`src/inc/cts_map.svh`:
```
/*
  Constants of the cycle time supervisor: setup word offsets, reset
  values, field positions and timing counts.
  Assumes a 250 MHz core clock; all times are in the unit named.
*/
`ifndef CTS_MAP_SVH
`define CTS_MAP_SVH

// Setup word offsets
`define CTS_MIN_ADDR 8'hd0
`define CTS_WATCH_ADDR 8'hd1

// Setup word reset values
`define CTS_MIN_RESET 16'h0000
`define CTS_WATCH_RESET 16'h0001

// Watch limit setup fields
`define CTS_WATCH_EN_BIT 15
`define CTS_WATCH_VAL_MSB 14

// Legal setting ranges
`define CTS_MIN_MAX 16'h7d00
`define CTS_WATCH_MAX 15'h0fa0

// Clock and measurement step, in ns
`define CTS_CLK_NS 4
`define CTS_TICK_NS 100000
`define CTS_MS_NS 1000000
`define CTS_TICK_CYCLES (`CTS_TICK_NS / `CTS_CLK_NS)

// Setting units and limits, in ms
`define CTS_MIN_UNIT_MS 1
`define CTS_WATCH_UNIT_MS 10
`define CTS_WATCH_DEFAULT_MS 1000
`define CTS_PERIPH_LIMIT_MS 2000

// The same, as counts of 0.1 ms steps
`define CTS_MIN_UNIT_TICKS (`CTS_MIN_UNIT_MS * `CTS_MS_NS / `CTS_TICK_NS)
`define CTS_WATCH_UNIT_TICKS (`CTS_WATCH_UNIT_MS * `CTS_MS_NS / `CTS_TICK_NS)
`define CTS_WATCH_DEFAULT_TICKS (`CTS_WATCH_DEFAULT_MS * `CTS_MS_NS / `CTS_TICK_NS)
`define CTS_PERIPH_LIMIT_TICKS (`CTS_PERIPH_LIMIT_MS * `CTS_MS_NS / `CTS_TICK_NS)

// History of cycle times for the average
`define CTS_HIST_SHIFT 3

`endif

```
`src/inc/cts_pkg.sv`:
```
/*
  Types of the cycle time supervisor: state codes and the state
  records of each module.
  Assumes nothing of its surroundings.
*/
package cts_pkg;

  // Supervisor sequence
  typedef enum logic [1:0] {
    CTS_IDLE = 2'h0,
    CTS_EXEC = 2'h1,
    CTS_PAD = 2'h2,
    CTS_HALT = 2'h3
  } cts_state_type;

  // Top level state
  typedef struct packed {
    cts_state_type st;
    logic [15:0] min_set;
    logic [15:0] watch_set;
    logic [15:0] rdata;
    logic [31:0] present;
    logic [31:0] maxv;
    logic [31:0] periph_word;
    logic cyc_flag;
    logic per_flag;
    logic cyc_start;
  } cts_top_state_type;

  // Elapsed time counter state
  typedef struct packed {
    logic [15:0] sub;
    logic [31:0] elapsed;
  } cts_timer_state_type;

  // Cycle time history state
  typedef struct packed {
    logic [7:0][31:0] mem;
    logic [2:0] ptr;
    logic [34:0] sum;
    logic [31:0] avg;
  } cts_hist_state_type;

endpackage : cts_pkg

```
`src/verilog/cts_timer.sv`:
```
/*
  Elapsed time counter in 0.1 ms steps, restartable, saturating.
  Assumes the core clock and a synchronous active low reset.
*/
`include "cts_map.svh"

module cts_timer #(
  parameter int TICK_CYCLES = `CTS_TICK_CYCLES
) (
  // Clock and reset
  input wire logic clk_i,
  input wire logic rstn_i,
  // Control
  input wire logic restart_i,
  // Result
  output logic [31:0] elapsed_o
);

  cts_pkg::cts_timer_state_type s; // Present state
  cts_pkg::cts_timer_state_type next_s; // Next state

  // Step counter; the elapsed count sticks at all ones instead of wrapping
  always_comb begin
    next_s = s;
    if (restart_i) begin
      next_s.sub = 16'h0;
      next_s.elapsed = 32'h0;
    end else if (s.sub == 16'(TICK_CYCLES - 1)) begin
      next_s.sub = 16'h0;
      if (s.elapsed != 32'hffffffff) begin
        next_s.elapsed = s.elapsed + 32'h1;
      end
    end else begin
      next_s.sub = s.sub + 16'h1;
    end
  end

  // State register
  always_ff @(posedge clk_i) begin
    if (!rstn_i) begin
      s <= '0;
    end else begin
      s <= next_s;
    end
  end

  assign elapsed_o = s.elapsed;

endmodule : cts_timer

```
`src/verilog/cts_hist.sv`:
```
/*
  Eight-entry history of cycle times with a registered running average.
  Assumes writes come at most once per clock from the supervisor.
*/
`include "cts_map.svh"

module cts_hist (
  // Clock and reset
  input wire logic clk_i,
  input wire logic rstn_i,
  // Control
  input wire logic clear_i,
  input wire logic wr_i,
  input wire logic [31:0] data_i,
  // Result
  output logic [31:0] avg_o
);

  cts_pkg::cts_hist_state_type s; // Present state
  cts_pkg::cts_hist_state_type next_s; // Next state

  // Running sum avoids an eight-way adder: add the new, drop the oldest
  always_comb begin
    next_s = s;
    if (clear_i) begin
      next_s = '0;
    end else if (wr_i) begin
      next_s.mem[s.ptr] = data_i;
      next_s.ptr = s.ptr + 3'h1;
      next_s.sum = s.sum - {3'h0, s.mem[s.ptr]} + {3'h0, data_i};
    end
    next_s.avg = next_s.sum[34:`CTS_HIST_SHIFT];
  end

  // State register
  always_ff @(posedge clk_i) begin
    if (!rstn_i) begin
      s <= '0;
    end else begin
      s <= next_s;
    end
  end

  assign avg_o = s.avg;

endmodule : cts_hist

```
`src/verilog/cts_top.sv`:
```
/*
  Cycle time supervisor: pads short cycles to a minimum, halts on a too
  long cycle or peripheral servicing cycle, records cycle times.
  Assumes the controller's execution and servicing strobes come from
  logic on the same clock, and the setup words are written over the
  setup port.
*/
`include "cts_map.svh"

module cts_top #(
  parameter int TICK_CYCLES = `CTS_TICK_CYCLES
) (
  // Clock and reset
  input wire logic CLK_I,
  input wire logic RSTN_I,
  // Setup words
  input wire logic SETUP_WE_I,
  input wire logic [7:0] SETUP_ADDR_I,
  input wire logic [15:0] SETUP_WDATA_I,
  output logic [15:0] SETUP_RDATA_O,
  // Controller sequence
  input wire logic START_I,
  input wire logic PARALLEL_MODE_I,
  input wire logic EXEC_DONE_I,
  input wire logic PERIPH_END_I,
  output logic CYCLE_START_O,
  output logic RUN_O,
  // Status words
  output logic [31:0] PRESENT_CYCLE_TIME_O,
  output logic [31:0] MAX_CYCLE_TIME_O,
  output logic [31:0] AVG_CYCLE_TIME_O,
  output logic [31:0] PERIPHERAL_SERVICE_TIME_WORD_O,
  output logic CYCLE_OVERRUN_FLAG_O,
  output logic PERIPHERAL_OVERRUN_FLAG_O
);

  cts_pkg::cts_top_state_type s; // Present state
  cts_pkg::cts_top_state_type next_s; // Next state
  logic [31:0] cyc_elapsed; // Time since cycle start
  logic [31:0] per_elapsed; // Time since servicing cycle start
  logic [31:0] min_ticks; // Minimum period in 0.1 ms steps
  logic [31:0] limit_ticks; // Watch limit in 0.1 ms steps
  logic running; // Program cycles in progress
  logic cyc_over; // Cycle beyond the watch limit
  logic per_over; // Servicing beyond its limit
  logic record; // Cycle ends this clock
  logic per_restart; // Servicing timer restarts
  logic begin_run; // Operation begins

  // Setting decode; one millisecond is ten steps
  always_comb begin
    min_ticks = 32'(s.min_set) * 32'(`CTS_MIN_UNIT_TICKS);
    if (s.watch_set[`CTS_WATCH_EN_BIT] && s.watch_set[`CTS_WATCH_VAL_MSB:0] != 15'h0 &&
        s.watch_set[`CTS_WATCH_VAL_MSB:0] <= `CTS_WATCH_MAX) begin
      // Explicit limit in 10 ms units
      limit_ticks = 32'(s.watch_set[`CTS_WATCH_VAL_MSB:0]) *
                    32'(`CTS_WATCH_UNIT_TICKS);
    end else begin
      // Default one second, also for an illegal code
      limit_ticks = 32'(`CTS_WATCH_DEFAULT_TICKS);
    end
  end

  // Derived conditions
  assign running = (s.st == cts_pkg::CTS_EXEC) || (s.st == cts_pkg::CTS_PAD);
  assign cyc_over = (s.st == cts_pkg::CTS_EXEC) && (cyc_elapsed > limit_ticks);
  // Servicing is a cycle of its own only in parallel mode
  assign per_over = running && PARALLEL_MODE_I &&
                    (per_elapsed > 32'(`CTS_PERIPH_LIMIT_TICKS));
  // Start is only taken while stopped; a start while cycling is ignored
  assign begin_run = START_I && ((s.st == cts_pkg::CTS_IDLE) || (s.st == cts_pkg::CTS_HALT));
  assign per_restart = begin_run || (running && PERIPH_END_I);

  // Sequence, setup and status update
  always_comb begin
    next_s = s;
    next_s.cyc_start = 1'b0;
    record = 1'b0;
    // Setup writes; out of range minimum codes are ignored
    if (SETUP_WE_I && SETUP_ADDR_I == `CTS_MIN_ADDR &&
        SETUP_WDATA_I <= `CTS_MIN_MAX) begin
      next_s.min_set = SETUP_WDATA_I;
    end
    if (SETUP_WE_I && SETUP_ADDR_I == `CTS_WATCH_ADDR) begin
      next_s.watch_set = SETUP_WDATA_I;
    end
    // Readback of the setup words
    if (SETUP_ADDR_I == `CTS_MIN_ADDR) begin
      next_s.rdata = s.min_set;
    end else if (SETUP_ADDR_I == `CTS_WATCH_ADDR) begin
      next_s.rdata = s.watch_set;
    end else begin
      next_s.rdata = 16'h0;
    end
    unique case (s.st)
      cts_pkg::CTS_IDLE, cts_pkg::CTS_HALT: begin
        // Start clears the error flags and the maximum
        if (START_I) begin
          next_s.st = cts_pkg::CTS_EXEC;
          next_s.cyc_start = 1'b1;
          next_s.maxv = 32'h0;
          next_s.present = 32'h0;
          next_s.cyc_flag = 1'b0;
          next_s.per_flag = 1'b0;
        end
      end
      cts_pkg::CTS_EXEC: begin
        // An overrun in the same clock as the finish still counts
        if (cyc_over) begin
          next_s.st = cts_pkg::CTS_HALT;
          next_s.cyc_flag = 1'b1;
        end else if (EXEC_DONE_I && cyc_elapsed < min_ticks) begin
          next_s.st = cts_pkg::CTS_PAD;
        end else if (EXEC_DONE_I) begin
          record = 1'b1;
        end
      end
      cts_pkg::CTS_PAD: begin
        // Padding ends when the minimum has elapsed
        if (cyc_elapsed >= min_ticks) begin
          next_s.st = cts_pkg::CTS_EXEC;
          record = 1'b1;
        end
      end
    endcase
    // Cycle end: store times and start the next cycle
    // A servicing timeout below still halts, the words keep this cycle's time
    if (record) begin
      next_s.cyc_start = 1'b1;
      next_s.present = cyc_elapsed;
      if (cyc_elapsed > s.maxv) begin
        next_s.maxv = cyc_elapsed;
      end
    end
    // Servicing timeout stops everything, taking priority
    if (per_over) begin
      next_s.st = cts_pkg::CTS_HALT;
      next_s.per_flag = 1'b1;
      next_s.cyc_start = 1'b0;
    end else if (running && PARALLEL_MODE_I && PERIPH_END_I) begin
      next_s.periph_word = per_elapsed;
    end
  end

  // State register
  always_ff @(posedge CLK_I) begin
    if (!RSTN_I) begin
      s <= '0;
      s.st <= cts_pkg::CTS_IDLE;
      s.min_set <= `CTS_MIN_RESET;
      s.watch_set <= `CTS_WATCH_RESET;
    end else begin
      s <= next_s;
    end
  end

  // Cycle timer restarts with each cycle start, so padding is counted
  // A servicing timeout suppresses the restart, so the halted time stays visible
  cts_timer #(
    .TICK_CYCLES(TICK_CYCLES)
  ) u_cyc_timer (
    .clk_i(CLK_I),
    .rstn_i(RSTN_I),
    .restart_i(next_s.cyc_start),
    .elapsed_o(cyc_elapsed)
  );

  // Servicing timer restarts at each servicing cycle end
  cts_timer #(
    .TICK_CYCLES(TICK_CYCLES)
  ) u_per_timer (
    .clk_i(CLK_I),
    .rstn_i(RSTN_I),
    .restart_i(per_restart),
    .elapsed_o(per_elapsed)
  );

  // Last eight cycle times for the average
  cts_hist u_hist (
    .clk_i(CLK_I),
    .rstn_i(RSTN_I),
    .clear_i(begin_run),
    .wr_i(record && !per_over),
    .data_i(cyc_elapsed),
    .avg_o(AVG_CYCLE_TIME_O)
  );

  // Outputs, all from the state register
  assign SETUP_RDATA_O = s.rdata;
  assign CYCLE_START_O = s.cyc_start;
  assign RUN_O = running;
  assign PRESENT_CYCLE_TIME_O = s.present;
  assign MAX_CYCLE_TIME_O = s.maxv;
  assign PERIPHERAL_SERVICE_TIME_WORD_O = s.periph_word;
  assign CYCLE_OVERRUN_FLAG_O = s.cyc_flag;
  assign PERIPHERAL_OVERRUN_FLAG_O = s.per_flag;
endmodule : cts_top

```
`config.mk`:
```
export PLATFORM = sky130hd
export DESIGN_NAME = cts_top
export DESIGN_NICKNAME = d
export VERILOG_FILES = /design/src/inc/cts_pkg.sv /design/src/verilog/cts_timer.sv /design/src/verilog/cts_hist.sv /design/src/verilog/cts_top.sv
export VERILOG_INCLUDE_DIRS = /design/src /design/src/inc
export SDC_FILE = /design/constraint.sdc
export NUM_CORES = 1
export LEC_CHECK = 0
export BUFFER_PORTS_ARGS = -buffer_cell sky130_fd_sc_hd__buf_2
export CAP_MARGIN = 20
export CELL_PAD_IN_SITES_DETAIL_PLACEMENT = 1
export CELL_PAD_IN_SITES_GLOBAL_PLACEMENT = 2
export CORE_UTILIZATION = 39
export CTS_BUF_LIST = sky130_fd_sc_hd__clkbuf_8
export DETAILED_ROUTE_END_ITERATION = 8
export PLACE_DENSITY = 0.82
export SYNTH_ARGS = -nofsm -noshare
export SYNTH_HDL_FRONTEND = slang
export SYNTH_SLANG_ARGS = --single-unit
```
`constraint.sdc`:
```
create_clock -name CLK_I -period 6.3 [get_ports CLK_I]
set_input_delay 0.63 -clock CLK_I [delete_from_list [all_inputs] [get_ports CLK_I]]
set_output_delay 0.63 -clock CLK_I [all_outputs]
set_load 0.02 [all_outputs]
```
Word level (Yosys, flattened, before mapping)
Index checks and enable logic that the tools add are counted. Widths: inputs -> output; s select.

Logic and storage cells: 126. Output and inout port bits: 148. Flip-flop bits (word level): 539.

$add $sub $neg: 7. Eq/ne operators: 14. Multiply operators: 2. Bitwise logic cells: 2. Multiplexer cells: 29. Reduce and logical (&&, ||, !) cells: 38. Magnitude comparators: 9.

Operator list (number): $bwmux 256 (1); $mux 64 (3); $bmux 32 s3 (1); $demux 32 s3 (1); $mux 32 (3); $add 32x1->32 const B (2); $gt 32x32->1 (2); $ne 32x32->1 const B (2); $add 35x32->35 (1); $sub 35x32->35 (1); $add 16x1->16 const B (2); $eq 16x15->1 const B (2); $ge 32x20->1 (1); $gt 32x15->1 const B (1); $lt 32x20->1 (1); $mux 16 (2); $mux 22 (1); $mul 15x5->20 const B (1); $mul 16x3->19 const B (1); $eq 8x8->1 const B (2); $le 16x15->1 const B (1); $le 15x12->1 const B (1); $reduce_bool 15->1 (1); $logic_and 1x1->1 (14); other kinds (23) (53).

Depth between registers and ports, before layout
Word-level depth: 11. Mapped depth: 27.

Modules after synthesis
A second synthesis with hierarchy kept.

Cell total of the unflattened synthesis: 3710. Area, all modules: 31288.8 sq um.

By module, submodules not included: cts_hist (times used 1, cells an instance 1838, area an instance 15242.1 sq um, seq. area each 5885.6 sq um); cts_top (times used 1, cells an instance 1238, area an instance 10816.6 sq um, seq. area each 2982.9 sq um); cts_timer (times used 2, cells an instance 317, area an instance 2615.0 sq um, seq. area each 960.9 sq um).

Worst setup path before layout
OpenSTA, ideal clock, no wires.

Path type: reg-to-reg. Start point: reg s[117] (netlist bit). End point: reg u_hist.s[136] (netlist bit). Setup slack: 549 ps. Required time: 6169 ps. Period minus slack after synthesis: 5751 ps. Buffers on the path: 3. Data arrival time: 5621 ps. Stages on the path, launching flop included: 27. Cell sequence: dfxtp_1 -> inv_1 -> ha_1 -> ha_1 -> fa_1 -> ha_1 -> a21o_1 -> a21oi_1 -> o21bai_1 -> a211oi_1 -> o31ai_1 -> o21ba_2 -> a31oi_1 -> xnor2_1 -> nand2_1 -> ha_1 -> nand2_1 -> or4_1 -> or2_1 -> o221a_2 -> a32o_2 -> buf_6 -> and4bb_2 -> buf_2 -> buf_4 -> nand2_1 -> a21oi_2.

Longest elaborated chain between the ends: 9. Elaborated cells between the ends (all ways): 11.

Ends and longest elaborated chain: from (decl) (RTL line cts_top.sv:37) `cts_pkg::cts_top_state_type s;`; from (signal assigned) (RTL line cts_top.sv:153) `s <= next_s;`; parallel branches: the longest is 3 deep, another holds $mul 15x5->20; $mux 22 * (RTL line cts_top.sv:53) `` if (s.watch_set[`CTS_WATCH_EN_BIT] && s.watch_set[`CTS_WATCH_VAL_MSB:0] != 15'h0 && ``; $gt 32x32->1 * (RTL line cts_top.sv:66) `assign cyc_over = (s.st == cts_pkg::CTS_EXEC) && (cyc_elapsed > limit_ticks);`; $logic_and 1x1->1 * (RTL line cts_top.sv:66); $mux 1 * (RTL line cts_top.sv:109) `if (cyc_over) begin`; $pmux 1 s2 * (RTL line cts_top.sv:95) `unique case (s.st)`; $logic_and 1x1->1 * (RTL line cts_top.sv:183) `.wr_i(record && !per_over),`; to (signal assigned) (RTL line cts_hist.sv:40) `s <= next_s;`; to (decl) (RTL line cts_hist.sv:19) `cts_pkg::cts_hist_state_type s;`.

Every way passes the cells marked *. A chain may end at the register's enable or synchronous reset.

Final worst setup path
Start point: reg s[117] (netlist bit). End point: reg s, in the netlist MAX_CYCLE_TIME_O[8].

Longest elaborated chain between the ends: 9. Elaborated cells between the ends (all ways): 11.

Ends and longest elaborated chain: parallel branches: the longest is 3 deep, another holds $mul 15x5->20; $mux 22 * (RTL line cts_top.sv:53); $gt 32x32->1 * (RTL line cts_top.sv:66); $logic_and 1x1->1 * (RTL line cts_top.sv:66); $mux 1 * (RTL line cts_top.sv:109); $pmux 1 s2 * (RTL line cts_top.sv:95); $mux 64 * (RTL line cts_top.sv:128) `if (record) begin`.

Marked as above.

==> metrics.md <==
| Metric | Value |
|---|---|
| Worst slew pin tran | `1.266 ns` |
| Met1 GRT Util | `35.40%` |
| Starting Density | `39.59%` |
| GRT met3 Usage | `3.148%` |
| Most frequent cells in the layout | `633 x nand2_1, 536 x dfxtp_1, 395 x a21oi_1` |
| Chip Width | `280.1 um` |
| Register bit total from synthesis | `539` |
| Routed wire length per instance | `20.95 um` |
| Rel. slew slack | `14.70%` |
| Post-layout nets | `3866` |
| Global route overflow | `0` |
| Number of CTS-inserted buffers | `94` |
| Final HPWL DP | `67120 um` |
| Antenna violations before repair | `3` |
| Final WS setup | `0.2254 ns` |
| Die Ht | `280.1 um` |
| Startpoint Class | `flop` |
| Ys flop type | `dfxtp_1` |
| H-tree depth | `3` |
| Max-Cap Viols | `0` |
| Crit Path Category | `reg2reg` |
| Design Power | `8.843 mW` |
| Largest cells by area after synthesis | `dfxtp_1 36%, ha_1 8.5%, nand2_1 7.9%` |
| Core Util, Final | `44.36%` |
| EDFF count, synth | `0` |
| DP Cell Count | `4496` |
| Cell variety after synth | `83` |
| VDD IR-drop max | `0.0001665 V` |
| Final wirelength | `98380 um` |
| Fin crit period | `6.075 ns` |
| Final Cycle Share | `96.42%` |
| TritonCTS clock tree | `done` |
| Clock latency on the worst-skew pair | `0.74 ns` |
| PD cells | `261.6 nW/um2` |
| First-pass GRT wire length | `149100 um` |
| CTS clk-pin slew, worst paths | `0.07 ns` |
| Proportion of layout cells with a drive suffix above 1 | `16.57%` |
| Worst Hold Class | `in2reg` |
| Most common cell after layout, fill and taps aside | `nand2_1` |
| Post-synth ARST share | `0%` |
| Via count | `25090` |
| Drt initial violations | `1372` |
| Sequential fraction of the synthesis area | `35.77%` |
| Most area-hungry cell type in the Yosys netlist | `dfxtp_1` |
| Outcome | `finished clean` |
| Final Max Tran Viols | `0` |
| Area grow syn2layout | `12.05%` |
| Yosys top cell area share | `35.77%` |
| Antenna-violating nets left | `0` |
| Worst-case clock skew | `0.03187 ns` |
| Root Buffer | `clkbuf_8` |
| Post-Syn Area per Cell | `8.510 um2` |
| Peak Freq | `164.6 MHz` |
| Clk buf depth | `3` |
| Required time of the worst setup path | `6.95 ns` |
| Mapped cell area | `30170 um2` |
| Most used routing layer | `met2` |
| Arr. time, crit path | `6.73 ns` |
| Post-Layout Cell Count | `4697` |
| Core area | `76200 um2` |
| Place WS | `0.01099 ns` |
| Remaining DRCs | `0` |
| Hold Buf Count CTS | `0` |
| Routability cong. | `0.8301` |
| Clock sink count | `539` |
| Final Instance Area | `33800 um2` |
| GR Util met2 | `37.90%` |
| I/O pin count | `179` |
| Die Footprint | `78470 um2` |
| Gate Count Post-Synth | `3545` |
| Vias in the first global route | `25190` |
| Placed Area | `31340 um2` |
| IO buf count | `178` |
| CP Max Fanout | `7` |
| Tot GR Track Use | `24.40%` |
| Largest net degree at the start of global routing | `148` |
| Critical Path End Type | `flop` |
| Static leakage | `13.63 nW` |
| Row cnt | `101` |
| Setup-failing EPs final | `0` |
| Vias per cell | `5.341` |
| Pre-antenna DRT Iters | `5` |
| Synth warnings | `0` |
| Syn nets | `3825` |
| Hold Vio Cnt, Final | `0` |
-- through the flow --
stage / setup TNS [ns] / hold WS [ns]
finish: 0 / 0.1832
floorplan: 0 / 0.4299
detailed placement: 0 / 0.4421
global route: -2.136 / 0.1202
CTS: 0 / 0.1252
global placement: 0 / 0.4356
-- synth_stat cells, drive strengths merged (3+ instances only) --
cell / count
nor2: 239
and4b: 4
buf: 254
nand3b: 3
and4: 9
or4: 6
o21a: 12
mux4: 64
fa: 43
nand3: 119
nor2b: 14
o21ai: 48
a31oi: 9
nor3: 36
a21o: 35
and3: 16
o21bai: 7
nand4b: 3
a211o: 5
o211ai: 38
xor2: 57
mux2: 34
and2: 27
inv: 249
a21boi: 3
o2111ai: 3
or4b: 5
dfxtp: 539
nand2b: 13
nand2: 636
clkbuf: 103
or2: 10
a211oi: 11
nand4: 36
ha: 206
mux2i: 91
o31ai: 7
xnor2: 80
nor4: 21
or3: 13
a21oi: 399
o22ai: 4
-- cells by family (layout without fill, tap and decap cells) --
| kind of cell | count (synthesis) | after routing | share of synthesized area [%] |
|---|---|---|---|
| fa+ha+maj | 249 | 249 | 11.40 |
| mux | 189 | 189 | 9.066 |
| simple gates | 1219 | 1220 | 18.06 |
| xor+xnor | 137 | 137 | 3.977 |
| flops | 539 | 539 | 35.77 |
| compound gates | 606 | 607 | 11.60 |
| buf+inv | 606 | 722 | 10.13 |
| other cells | 0 | 4 | 0 |
-- path summary, 6_finish.rpt --
path / from / to / slack [ns] / cells after the start
worst max-delay path: s[117] / MAX_CYCLE_TIME_O[8] / 0.23 / 26
worst min-delay path: SETUP_WDATA_I[7] / s[138] / 0.18 / 3
worst max register to register: s[117] / MAX_CYCLE_TIME_O[8] / 0.23 / 26
worst min register to register: PERIPHERAL_SERVICE_TIME_WORD_O[21] / PERIPHERAL_SERVICE_TIME_WORD_O[21] / 0.45 / 1
-- sequential cells by signal, indices dropped and copies added (netlist names), 32 cells and up --
name / flops
u_cyc_timer.elapsed_o: 32
s: 34
MAX_CYCLE_TIME_O: 32
PRESENT_CYCLE_TIME_O: 32
u_hist.s: 294
PERIPHERAL_SERVICE_TIME_WORD_O: 32
u_per_timer.elapsed_o: 32
-- routing by layer --
| metal | vias to the layer above | share of wire (%) |
|---|---|---|
| li1 | 11900 | - |
| met1 | 12520 | 49 |
| met2 | 534 | 44 |
| met3 | 137 | 4.4 |
| met4 | 0 | 2.2 |
| met5 | - | 0 |
-- report_power, final --
part / internal, mW / leakage (nW) / total [mW] / switching, mW
Combinational: 0.675 / 8.13 / 1.88 / 1.20
Sequential: 3.44 / 4.34 / 3.48 / 0.0468
Clock: 1.89 / 1.16 / 3.48 / 1.59
Total: 6.00 / 13.6 / 8.84 / 2.84
-- repair_timing --
item                       4_1_cts  5_1_grt
gates cloned                     0        8
setup endpoints to repair       64      401
buffers inserted                 0       12
pin swaps                        0       10
resized for setup                2       21
-- area by class of cell --
| class | instances | area, um2 |
|---|---|---|
| Sequential cell | 539 | 10800 |
| Clock buffer | 123 | 1693 |
| Inverter | 249 | 935.9 |
| Tap cell | 1030 | 1289 |
| Multi-Input combinational cell | 2402 | 16490 |
| Clock inverter | 50 | 344.1 |
| Fill cell | 9028 | 42400 |
| Antenna cell | 4 | 10.01 |
| Timing Repair Buffer | 300 | 2243 |
-- worst max-delay path: stages (launching register included) --
cell       delay (ns)
dfxtp_1          0.34
inv_1            0.05
ha_1             0.29
ha_1             0.32
fa_1             0.48
ha_1             0.32
a21o_1           0.20
a21oi_2          0.18
o21bai_1         0.11
a211oi_2         0.26
o31ai_2          0.12
o21ba_2          0.26
a31oi_2          0.21
xnor2_1          0.14
nand2_1          0.09
ha_1             0.33
nand2_1          0.06
or4_4            0.49
or2_1            0.26
o221a_4          0.30
a31oi_4          0.27
buf_4            0.16
or2_4            0.16
buf_12           0.15
clkbuf_16        0.16
o211ai_1         0.10
a21oi_1          0.18
No activity file was read; power rests on OpenSTA's default activity.
